[config.mk]
export PLATFORM = sky130hd
export DESIGN_NAME = sorc_top
export DESIGN_NICKNAME = d
export VERILOG_FILES = /design/src/sorc_restart_chan.v /design/src/sorc_top.v
export VERILOG_INCLUDE_DIRS = /design/src
export SDC_FILE = /design/constraint.sdc
export NUM_CORES = 1
export LEC_CHECK = 0
export BUFFER_PORTS_ARGS = -buffer_cell sky130_fd_sc_hd__clkbuf_2
export CAP_MARGIN = 20
export CORE_MARGIN = 2
export CORE_UTILIZATION = 44
export CTS_BUF_LIST = sky130_fd_sc_hd__clkbuf_4
export DETAILED_ROUTE_END_ITERATION = 10
export PLACE_DENSITY = 0.66
export SLEW_MARGIN = 20
export SYNTH_ARGS = -nofsm -noshare
export SYNTH_HDL_FRONTEND = slang
export SYNTH_SLANG_ARGS = --single-unit
[constraint.sdc]
create_clock -name pclk -period 10.21 [get_ports pclk]
set_input_delay 1.5315 -clock pclk [delete_from_list [all_inputs] [get_ports pclk]]
set_output_delay 1.5315 -clock pclk [all_outputs]
set_load 0.02 [all_outputs]
[src/sorc_consts.vh]
// Constants for the safety output restart control block
`ifndef SORC_CONSTS_VH
`define SORC_CONSTS_VH

// Register byte addresses
`define SORC_ADDR_CTRL 12'h000
`define SORC_ADDR_MODE 12'h004
`define SORC_ADDR_IND 12'h008
`define SORC_ADDR_STATUS 12'h00c
`define SORC_ADDR_TEST 12'h010
`define SORC_ADDR_FAULT 12'h014

// Control register fields
`define SORC_CTRL_GRP_LSB 0
`define SORC_CTRL_TEST_EN_BIT 2
`define SORC_CTRL_RESET 32'h0000_0000

// Mode register: 2 bits of restart mode per group, then check enables
`define SORC_MODE_CHK_LSB 8
`define SORC_MODE_RESET 32'h0000_0000

// Restart modes
`define SORC_RST_AUTO 2'h0
`define SORC_RST_MANUAL 2'h1
`define SORC_RST_MONITORED 2'h2

// Output groupings
`define SORC_GRP_FOUR_SINGLE 2'h0
`define SORC_GRP_TWO_DUAL 2'h1
`define SORC_GRP_MIXED 2'h2

// Indicator source kinds, index in bits 2:0, kind in bits 5:4
`define SORC_IND_INPUT 2'h0
`define SORC_IND_OUTPUT 2'h1
`define SORC_IND_NODE 2'h2
`define SORC_IND_KIND_LSB 4
`define SORC_IND_RESET 32'h0000_0000

// Timing
`define SORC_CLK_PERIOD_NS 4
`define SORC_FILT_TIME_NS 1000
`define SORC_FILT_CYCLES \
  ((`SORC_FILT_TIME_NS + `SORC_CLK_PERIOD_NS - 1) / `SORC_CLK_PERIOD_NS)
`define SORC_EDM_TIME_NS 12000
`define SORC_EDM_CYCLES (`SORC_EDM_TIME_NS / `SORC_CLK_PERIOD_NS)
`define SORC_TEST_PERIOD_NS 10000
`define SORC_TEST_PERIOD_CYCLES \
  (`SORC_TEST_PERIOD_NS / `SORC_CLK_PERIOD_NS)
`define SORC_TEST_PULSE_NS 200
`define SORC_TEST_PULSE_CYCLES \
  ((`SORC_TEST_PULSE_NS + `SORC_CLK_PERIOD_NS - 1) / `SORC_CLK_PERIOD_NS)

`endif

[src/sorc_restart_chan.v]
// One restart/feedback channel: filter, edge detection, switch-on state
`timescale 1ns/1ps
`default_nettype none
`include "sorc_consts.vh"

module sorc_restart_chan #(
  parameter FILT_CYCLES = `SORC_FILT_CYCLES
) (
  // Clock and reset
  input wire pclk,
  input wire presetn,
  // Restart/feedback pin and configuration
  input wire raw_in,
  input wire [1:0] mode,
  input wire check_en,
  // Qualifiers
  input wire demand,
  input wire run_ok,
  input wire kill,
  // Results
  output reg filt_level,
  output reg switch_on
);

  reg sync_a;
  reg sync_b;
  reg [15:0] stable_cnt;
  reg filt_prev;
  reg high_seen;
  wire rise;
  wire fall;
  wire trigger;
  wire drop;

  always @(posedge pclk or negedge presetn) begin
    if (!presetn) begin
      sync_a <= 1'b0;
      sync_b <= 1'b0;
      stable_cnt <= 16'h0000;
      filt_level <= 1'b0;
      filt_prev <= 1'b0;
    end else begin
      sync_a <= raw_in;
      sync_b <= sync_a;
      filt_prev <= filt_level;
      if (sync_b == filt_level) begin
        stable_cnt <= 16'h0000;
      end else if (stable_cnt == FILT_CYCLES[15:0] - 16'h0001) begin
        stable_cnt <= 16'h0000;
        filt_level <= sync_b;
      end else begin
        stable_cnt <= stable_cnt + 16'h0001;
      end
    end
  end

  assign rise = filt_level & ~filt_prev;
  assign fall = ~filt_level & filt_prev;

  // remember the high phase of a pulse
  always @(posedge pclk or negedge presetn) begin
    if (!presetn) begin
      high_seen <= 1'b0;
    end else if (switch_on) begin
      high_seen <= 1'b0;
    end else if (rise) begin
      high_seen <= 1'b1;
    end else if (fall) begin
      high_seen <= 1'b0;
    end
  end

  assign trigger = (mode == `SORC_RST_AUTO) ? filt_level :
                   (mode == `SORC_RST_MANUAL) ? rise :
                   (mode == `SORC_RST_MONITORED) ? (fall & high_seen) :
                   1'b0;

  // auto without check follows the level
  assign drop = ~demand | ~run_ok | kill |
                ((mode == `SORC_RST_AUTO) & ~check_en & ~filt_level);

  always @(posedge pclk or negedge presetn) begin
    if (!presetn) begin
      switch_on <= 1'b0;
    end else if (drop) begin
      switch_on <= 1'b0;
    end else if (!switch_on && trigger) begin
      switch_on <= 1'b1;
    end
  end

endmodule
`default_nettype wire

[src/sorc_top.v]
// Safety output restart control with APB register access
//
// Decided for this implementation: register access over APB and the placing of the registers.
`timescale 1ns/1ps
`default_nettype none
`include "sorc_consts.vh"

module sorc_top #(
  parameter HAS_RUN_PERMIT = 1,
  parameter FILT_CYCLES = `SORC_FILT_CYCLES,
  parameter EDM_CYCLES = `SORC_EDM_CYCLES,
  parameter TEST_PERIOD_CYCLES = `SORC_TEST_PERIOD_CYCLES,
  parameter TEST_PULSE_CYCLES = `SORC_TEST_PULSE_CYCLES
) (
  // Clock and reset
  input wire pclk,
  input wire presetn,
  // APB slave
  input wire psel,
  input wire penable,
  input wire pwrite,
  input wire [11:0] paddr,
  input wire [31:0] pwdata,
  output wire pready,
  output reg [31:0] prdata,
  output wire pslverr,
  // System run permits
  input wire system_run_permit_a,
  input wire system_run_permit_b,
  // Address straps
  input wire address_strap_low,
  input wire address_strap_high,
  // Restart/feedback inputs, one per group
  input wire [3:0] restart_feedback,
  // Logic demand per group from the configured logic
  input wire [3:0] logic_demand,
  // Indicator sources
  input wire [7:0] monitored_inputs,
  input wire [7:0] logic_nodes,
  // Outputs
  output reg [3:0] safety_switched_output,
  output reg indicator_output,
  output reg [1:0] test_pulse_output,
  output reg [1:0] node_address,
  output reg system_active
);

  reg [31:0] ctrl;
  reg [31:0] mode_reg;
  reg [31:0] ind_sel;
  reg [31:0] test_period;
  reg strap_taken;
  reg [31:0] test_cnt;
  reg [31:0] next_prdata;
  reg addr_ok;
  reg [1:0] grp_of [0:3];
  reg next_indicator;

  wire setup;
  wire wr_access;
  wire run_ok;
  wire [1:0] grouping;
  wire [3:0] check_en;
  wire [3:0] filt_level;
  wire [3:0] switch_on;
  wire [3:0] edm_timeout;
  wire [3:0] edm_fault;
  wire [3:0] fault_clear;
  wire [3:0] next_outputs;
  wire wr_ctrl;
  wire wr_mode;
  wire wr_ind;
  wire wr_test;
  wire wr_fault;
  wire test_en;
  wire [2:0] ind_index;
  wire [1:0] ind_kind;

  assign setup = psel & ~penable;
  assign wr_access = psel & penable & pwrite;
  assign pready = 1'b1;
  assign pslverr = psel & penable & ~addr_ok;

  assign grouping = ctrl[`SORC_CTRL_GRP_LSB +: 2];
  assign test_en = ctrl[`SORC_CTRL_TEST_EN_BIT];
  assign check_en = mode_reg[`SORC_MODE_CHK_LSB +: 4];
  assign ind_index = ind_sel[2:0];
  assign ind_kind = ind_sel[`SORC_IND_KIND_LSB +: 2];
  assign fault_clear = wr_fault ? pwdata[3:0] : 4'h0;

  // Write strobes, one per writable register; STATUS is read only
  assign wr_ctrl = wr_access & (paddr == `SORC_ADDR_CTRL);
  assign wr_mode = wr_access & (paddr == `SORC_ADDR_MODE);
  assign wr_ind = wr_access & (paddr == `SORC_ADDR_IND);
  assign wr_test = wr_access & (paddr == `SORC_ADDR_TEST);
  assign wr_fault = wr_access & (paddr == `SORC_ADDR_FAULT);

  generate
    if (HAS_RUN_PERMIT != 0) begin : g_permit
      assign run_ok = system_run_permit_a & system_run_permit_b;
    end else begin : g_always
      assign run_ok = 1'b1;
    end
  endgenerate

  always @(posedge pclk or negedge presetn) begin
    if (!presetn) begin
      system_active <= 1'b0;
    end else begin
      system_active <= run_ok;
    end
  end

  // straps caught once after reset release
  // A strap wire that works loose cannot move the address in operation
  always @(posedge pclk or negedge presetn) begin
    if (!presetn) begin
      node_address <= 2'h0;
      strap_taken <= 1'b0;
    end else if (!strap_taken) begin
      node_address <= {address_strap_high, address_strap_low};
      strap_taken <= 1'b1;
    end
  end

  // Address decode
  always @* begin
    addr_ok = 1'b1;
    if (paddr == `SORC_ADDR_CTRL) begin
      next_prdata = ctrl;
    end else if (paddr == `SORC_ADDR_MODE) begin
      next_prdata = mode_reg;
    end else if (paddr == `SORC_ADDR_IND) begin
      next_prdata = ind_sel;
    end else if (paddr == `SORC_ADDR_STATUS) begin
      next_prdata = {16'h0000, switch_on, filt_level,
                     safety_switched_output, 1'b0, node_address,
                     system_active};
    end else if (paddr == `SORC_ADDR_TEST) begin
      next_prdata = test_period;
    end else if (paddr == `SORC_ADDR_FAULT) begin
      next_prdata = {28'h0000000, edm_fault};
    end else begin
      next_prdata = 32'h0000_0000;
      addr_ok = 1'b0;
    end
  end

  // Read data is captured in the setup cycle
  // Status may move before the access; the setup snapshot is returned
  always @(posedge pclk or negedge presetn) begin
    if (!presetn) begin
      prdata <= 32'h0000_0000;
    end else if (setup && !pwrite) begin
      prdata <= next_prdata;
    end
  end

  // Register writes take effect at the access edge
  always @(posedge pclk or negedge presetn) begin
    if (!presetn) begin
      ctrl <= `SORC_CTRL_RESET;
      mode_reg <= `SORC_MODE_RESET;
      ind_sel <= `SORC_IND_RESET;
      test_period <= TEST_PERIOD_CYCLES;
    end else begin
      if (wr_ctrl) begin
        ctrl <= {29'h00000000, pwdata[2:0]};
      end else if (wr_mode) begin
        mode_reg <= {20'h00000, pwdata[11:0]};
      end else if (wr_ind) begin
        ind_sel <= {26'h0000000, pwdata[5:4], 1'b0, pwdata[2:0]};
      end else if (wr_test) begin
        // A period no longer than the pulse would never end the pulse
        if (pwdata > {1'b0, TEST_PULSE_CYCLES[30:0]}) begin
          test_period <= pwdata;
        end
      end
    end
  end

  // group index of each output for the chosen grouping
  // Group 3 drives no output in the two dual groupings
  always @* begin
    grp_of[0] = 2'h0;
    grp_of[1] = 2'h1;
    grp_of[2] = 2'h2;
    grp_of[3] = 2'h3;
    case (grouping)
      `SORC_GRP_TWO_DUAL: begin
        grp_of[1] = 2'h0;
        grp_of[2] = 2'h1;
        grp_of[3] = 2'h1;
      end
      `SORC_GRP_MIXED: begin
        grp_of[1] = 2'h0;
        grp_of[2] = 2'h1;
        grp_of[3] = 2'h2;
      end
      default: begin
        grp_of[0] = 2'h0;
      end
    endcase
  end

  genvar gi;
  generate
    for (gi = 0; gi < 4; gi = gi + 1) begin : g_chan
      sorc_restart_chan #(
        .FILT_CYCLES(FILT_CYCLES)
      ) u_chan (
        .pclk(pclk),
        .presetn(presetn),
        .raw_in(restart_feedback[gi]),
        .mode(mode_reg[2*gi +: 2]),
        .check_en(check_en[gi]),
        .demand(logic_demand[gi]),
        .run_ok(run_ok),
        .kill(edm_fault[gi]),
        .filt_level(filt_level[gi]),
        .switch_on(switch_on[gi])
      );

      // contactors must close once the group is on
      // The count stops at the limit so it cannot wrap back to zero
      reg [31:0] edm_cnt;
      always @(posedge pclk or negedge presetn) begin
        if (!presetn) begin
          edm_cnt <= 32'h0000_0000;
        end else if (switch_on[gi] && check_en[gi] && filt_level[gi]) begin
          if (!edm_timeout[gi]) begin
            edm_cnt <= edm_cnt + 32'h0000_0001;
          end
        end else begin
          edm_cnt <= 32'h0000_0000;
        end
      end
      assign edm_timeout[gi] = (edm_cnt >= EDM_CYCLES - 1);

      // fault is sticky; a new timeout wins over a clear
      reg fault_bit;
      always @(posedge pclk or negedge presetn) begin
        if (!presetn) begin
          fault_bit <= 1'b0;
        end else if (edm_timeout[gi] && switch_on[gi]) begin
          fault_bit <= 1'b1;
        end else if (fault_clear[gi]) begin
          fault_bit <= 1'b0;
        end
      end
      assign edm_fault[gi] = fault_bit;
    end
  endgenerate

  // outputs follow their group's switch state
  // Gating on run_ok here as well means a permit loss reaches the pins
  // at the next edge, without waiting for the channels to drop
  genvar oi;
  generate
    for (oi = 0; oi < 4; oi = oi + 1) begin : g_out
      assign next_outputs[oi] = switch_on[grp_of[oi]] & run_ok;
    end
  endgenerate

  // outputs dropped at once when permits fall
  always @(posedge pclk or negedge presetn) begin
    if (!presetn) begin
      safety_switched_output <= 4'h0;
    end else begin
      safety_switched_output <= next_outputs;
    end
  end

  always @* begin
    case (ind_kind)
      `SORC_IND_INPUT: begin
        next_indicator = monitored_inputs[ind_index];
      end
      `SORC_IND_OUTPUT: begin
        next_indicator = safety_switched_output[ind_index[1:0]];
      end
      `SORC_IND_NODE: begin
        next_indicator = logic_nodes[ind_index];
      end
      default: begin
        next_indicator = 1'b0;
      end
    endcase
  end

  always @(posedge pclk or negedge presetn) begin
    if (!presetn) begin
      indicator_output <= 1'b0;
    end else begin
      indicator_output <= next_indicator;
    end
  end

  // Test pulse sources: high, with a short low pulse each period,
  // the two sources staggered by half a period
  always @(posedge pclk or negedge presetn) begin
    if (!presetn) begin
      test_cnt <= 32'h0000_0000;
    end else if (!test_en || test_cnt >= test_period - 32'h0000_0001) begin
      test_cnt <= 32'h0000_0000;
    end else begin
      test_cnt <= test_cnt + 32'h0000_0001;
    end
  end

  always @(posedge pclk or negedge presetn) begin
    if (!presetn) begin
      test_pulse_output <= 2'h0;
    end else if (!test_en) begin
      test_pulse_output <= 2'h3;
    end else begin
      test_pulse_output[0] <= (test_cnt >= TEST_PULSE_CYCLES);
      test_pulse_output[1] <=
        ~((test_cnt >= {1'b0, test_period[31:1]}) &&
          (test_cnt < {1'b0, test_period[31:1]} + TEST_PULSE_CYCLES));
    end
  end

endmodule
`default_nettype wire

### Yosys cells after proc, flatten, opt, wreduce, memory -nomap -nowiden

Index checks and enable logic that the tools add are counted.

| word-level totals | value |
|---|---|
| input bits | 77 |
| logic and storage cells | 310 |
| register bits after elaboration | 347 |
| output and inout bits | 44 |

| operators by class | value |
|---|---|
| reductions and logical operators | 50 |
| bitwise operators | 73 |
| $lt $le $gt $ge | 14 |
| muxes and demuxes | 85 |
| add/sub/neg operators | 11 |
| eq/ne operators | 29 |

Operators with widths:

| kind | number |
|---|---|
| $mux 32 | 14 |
| $add 32x1->32 const B | 5 |
| $ge 32x12->1 const B | 4 |
| $mux 16 | 8 |
| $add 16x1->16 const B | 4 |
| $eq 16x8->1 const B | 4 |
| $mux 1 | 52 |
| $and 1x1->1 | 34 |
| $add 31x6->32 const B | 1 |
| $ge 32x31->1 | 1 |
| $ge 32x32->1 | 1 |
| $ge 32x6->1 const B | 1 |
| $gt 32x6->1 const B | 1 |
| $lt 32x32->1 | 1 |
| $sub 32x1->32 const B | 1 |
| $not 1->1 | 27 |
| $eq 12x4->1 const B | 2 |
| $eq 12x5->1 const B | 2 |
| $logic_and 1x1->1 | 18 |
| $reduce_bool 2->1 | 8 |
| $eq 12x3->1 const B | 1 |
| $eq 2x1->1 const B | 6 |
| $eq 2x2->1 const B | 6 |
| $logic_not 12->1 | 1 |
| 18 further kinds | 59 |

### Longest topological paths before layout

| logic depth | value |
|---|---|
| depth after elaboration | 9 |
| depth in mapped cells | 16 |

### By module

Synthesis repeated with hierarchy kept, for this count alone.

| unflattened totals | value |
|---|---|
| cell total of the unflattened synthesis | 1,770 |
| area, all modules | 18,371.4 um^2 |

Modules (own cells, without submodules):

| module | cells an instance | area an instance (um^2) | times used |
|---|---|---|---|
| sorc_top | 1,374 | 14,247.4 | 1 |
| sorc_restart_chan | 99 | 1,031.0 | 4 |

### Worst setup path before layout

Ideal clock, no wire load.

| timing path | value |
|---|---|
| kind | input-to-output |
| start point | input port paddr[7] |
| end point | output port pslverr |
| data arrival time | 2,390 ps |
| required time | 8,679 ps |
| buffers on the path | 1 |
| slack | 6,289 ps |
| stages on the path | 5 |
| path through | nor4_1 nand3_1 clkbuf_1 a21oi_1 nor2_1 |

| between the ends | value |
|---|---|
| longest elaborated chain between the ends | 9 |
| elaborated cells on any way between the ends | 14 |
| those cells by class | 5 x eq/ne; 6 x mux; 2 x bitwise; 1 x reduce/logical |

Ends and longest elaborated chain:

| item | line | text |
|---|---|---|
| start: declaration | sorc_top.v:22 | `input wire [11:0] paddr,` |
| $eq 12x5->1 (no source line) | n/a |  |
| $mux 1 | sorc_top.v:141 | `` end else if (paddr == `SORC_ADDR_FAULT) begin `` |
| $mux 1 | sorc_top.v:139 | `` end else if (paddr == `SORC_ADDR_TEST) begin `` |
| $mux 1 | sorc_top.v:135 | `` end else if (paddr == `SORC_ADDR_STATUS) begin `` |
| $mux 1 | sorc_top.v:133 | `` end else if (paddr == `SORC_ADDR_IND) begin `` |
| $mux 1 | sorc_top.v:131 | `` end else if (paddr == `SORC_ADDR_MODE) begin `` |
| $mux 1 (*) | sorc_top.v:129 | `` if (paddr == `SORC_ADDR_CTRL) begin `` |
| $not 1->1 (*) | sorc_top.v:82 | `assign pslverr = psel & penable & ~addr_ok;` |
| $and 1x1->1 (*) | sorc_top.v:82 |  |
| end: declaration | sorc_top.v:26 | `output wire pslverr,` |

Every way passes the cells marked *; elsewhere a longest branch is shown, timed or not.

### Final worst setup path

Ends and elaborated chain as after synthesis.

==> impl_results.md <==
* Synth area leader: dfrtp_1
* Yosys warns at 0
* Dpl cells at 2415
* Max FO, Critical Path at 14
* TritonRoute pass-1 iters at 5
* Slew margin rel. at around a quarter
* Initial core utilization at 44.7%
* #FFs+latches synth at 347
* Post-synth top area share at 46.8%
* Number of fillers in the final layout at around 3800
* Worst hold path type: reg -> reg
* Count of pins over their slew limit at 0
* Share of cells above drive strength 1 at around 16%
* Antenna violations before repair at 5
* Seq/Total Area, Yosys at between 40% and 50%
* Met1 Usage GRT at ~28%
* Outcome: complete, no violations
* I/O pin cnt at roughly 120
* Vias per cell at about 5.5
* Drt total wl at 44900 um
* Vias in the first global route at roughly 14000
* Tmin final at approximately 4.8 ns
* Global-route wire length before repair at roughly 74000 um
* Die Span X at ~210 um
* Congestion Overflow GR at 0
* CP Capture Type: primary output
* CTS Hold Buffers Added at 0
* Biggest register: g_chan.edm_cnt
* Setup ws final at 5.45 ns
* Distinct cells, synth at 66
* Clock slew at reported path FFs at 0.06 ns
* Fin crit share at 46.6%
* 1st-iter DRT viols at approximately 890
* Total Die Area at between 40000 and 50000 sq um
* Largest registers: g_chan.edm_cnt: 128 flops, g_chan.u_chan.stable_cnt: 64 flops
* Post-synth top flop: dfrtp_1
* Longest Clk Path Bufs at 3
* Die Ht at around 210 um
* Worst Setup Start Kind: input pin
* Peak VDD IR at around 0.11 mV
* Post-Place Setup Slack at around 5.5 ns
* Placer Congestion at between 0.9 and 1
* Met2 Use GR at between 30% and 40%
* CP Class: in -> out
* Gr busiest metal: met2
* Setup Fix Bufs, Post-CTS at 0
* Global Route Usage Sum at 21.3%
* Synth area leaders: dfrtp_1, ha_1, xnor2_1
* Slew @ Worst Pin at roughly 1.1 ns
* Num CTS Buffers at slightly above 90
* Sequential Area at a little under 9000 sq um
* CTS Root Cell: clkbuf_4
* M3 GR Usage at ~6%
* RSZ-0062 raised after global routing: false
* Clk Latency, worst-skew pair at roughly 0.8 ns
* Final setup vio count at 0
* Mapped Cells at around 1800
* Drt wl/cell at approximately 17 um
* Fmax at ~210 MHz
* Post-cts sizing count at 0
* Synth-to-Final Area Change at 12.4%
* Number of synthesized flops with an enable pin at 0
* Sum Neg Setup Slack at 0 ns
* Nets at ~2200
* Max reg flops at around 130
* Detailed placement HPWL at roughly 33000 um
* Worst Path Required at 8.68 ns
* Synth cell count leaders: dfrtp_1, nor2_1, nand2_1, ha_1, xnor2_1
* Design Power at around 2.7 mW
* Post-synth ARST share at 100%
* Multi-input logic area at between 9000 and 10000 sq um
* PwrDens at approximately 130 nW/um^2
* Fin Hold WS at 0.346 ns
* Core ar. at 40900 sq um
* Fin cells at 2578
* Final ANT Viol Nets at 0
* Netlist Area Pre-Place at around 18000 sq um
* Clk sink count at between 300 and 400
* Floorplan row count at 74
* Pin count of the biggest net entering global routing at about 180
* CTS tree: built
* Port Buffer Count at approximately 120
* Mean Syn Cell Area at 10.0 sq um
* Most common cell in the netlist: dfrtp_1
* H-tree levels at 3
* Worst Path Arrival at ~3.2 ns
* Max Cap Viol at 0
* Final Hold Fails at 0
* Clock skew at about 0.04 ns
* Via count at about 14000
* DRC Markers at 0
* Lkg Pwr at roughly 10 nW
[kinds of logic after synthesis]
group / count (synthesis) / synth area share [%]
simple gates: 762 / 21.2
flops: 347 / 47.5
compound gates: 230 / 8.17
xor+xnor: 180 / 8.63
buf+inv: 131 / 2.81
fa+ha+maj: 122 / 8.35
mux: 48 / 3.27
other cells: 1 / 0.0205
[through the flow]
| step | utilization, % | cell area, sq um |
|---|---|---|
| after floorplan | - | 18300 |
| after CTS | 50.1 | 20500 |
| final | 50.2 | 20500 |
| after global routing | 50.2 | 20500 |
| after detailed placement | 47.3 | 19400 |
| after global placement | 47.3 | 19400 |
[final cells by class]
class | count | area share [%]
multi-input combinational | 1344 | 44.3
sequential | 347 | 42.3
clock buffer | 130 | 4.75
timing repair buffer | 126 | 3.28
tap | 532 | 3.24
inverter | 66 | 1.21
clock inverter | 30 | 0.865
antenna | 3 | 0.0366
[path summary, 6_finish.rpt]
kind	to	slack, ns	start	cells past startpoint
worst max-delay path	pslverr	5.45	paddr[7]	6
worst min-delay path	g_chan[3].u_chan.sync_b$_DFF_PN0_	0.35	g_chan[3].u_chan.sync_a$_DFF_PN0_	0
worst max register to register	test_cnt[5]$_DFF_PN0_	5.57	test_period[13]$_DFFE_PN0P_	13
worst min register to register	g_chan[3].u_chan.sync_b$_DFF_PN0_	0.35	g_chan[3].u_chan.sync_a$_DFF_PN0_	0
max in group asynchronous	mode_reg[11]$_DFFE_PN0P_	8.07	presetn	2
min in group asynchronous	test_cnt[18]$_DFF_PN0_	0.75	presetn	1
[worst max-delay path, stage by stage]
cell      delay [ns]
clkbuf_2        0.08
nor4_1          0.26
nand3_1         0.56
a21oi_1         0.55
nor2_1          0.07
clkbuf_2        0.17
[placed cells by master, fill, tap and decap left out, types with 8 or more instances in the layout]
master	netlist	routed
xor2_1	85	85
a211oi_1	11	11
o21ai_0	70	70
nor4_1	52	50
mux2i_1	17	17
clkbuf_2	0	118
nand2_1	145	145
inv_1	65	65
ha_1	122	122
a31oi_1	8	8
dfrtp_1	342	342
xnor2_1	95	95
nand2b_1	10	10
nor2b_1	9	9
nand4_1	60	60
nor2_1	214	214
a22o_1	18	18
a21oi_1	48	48
and2_1	83	83
clkbuf_4	0	130
a22oi_1	10	10
and3_1	36	36
mux2_2	24	24
nand3_1	75	75
and4_1	15	15
a21o_1	14	14
a2111oi_0	10	10
clkinv_1	1	18
nor3_1	26	25
[metal layers]
metal,wire [um],vias to the layer above
li1,-,6797
met1,19800,6877
met2,20300,396
met3,2840,135
met4,1920,4
met5,23,-
[where the power goes]
part | switching, mW | total [mW] | internal [mW]
Clock | 0.574 | 1.21 | 0.637
Combinational | 0.0700 | 0.102 | 0.0320
Sequential | 0.00757 | 1.39 | 1.38
(Power assumes the default switching activity.)
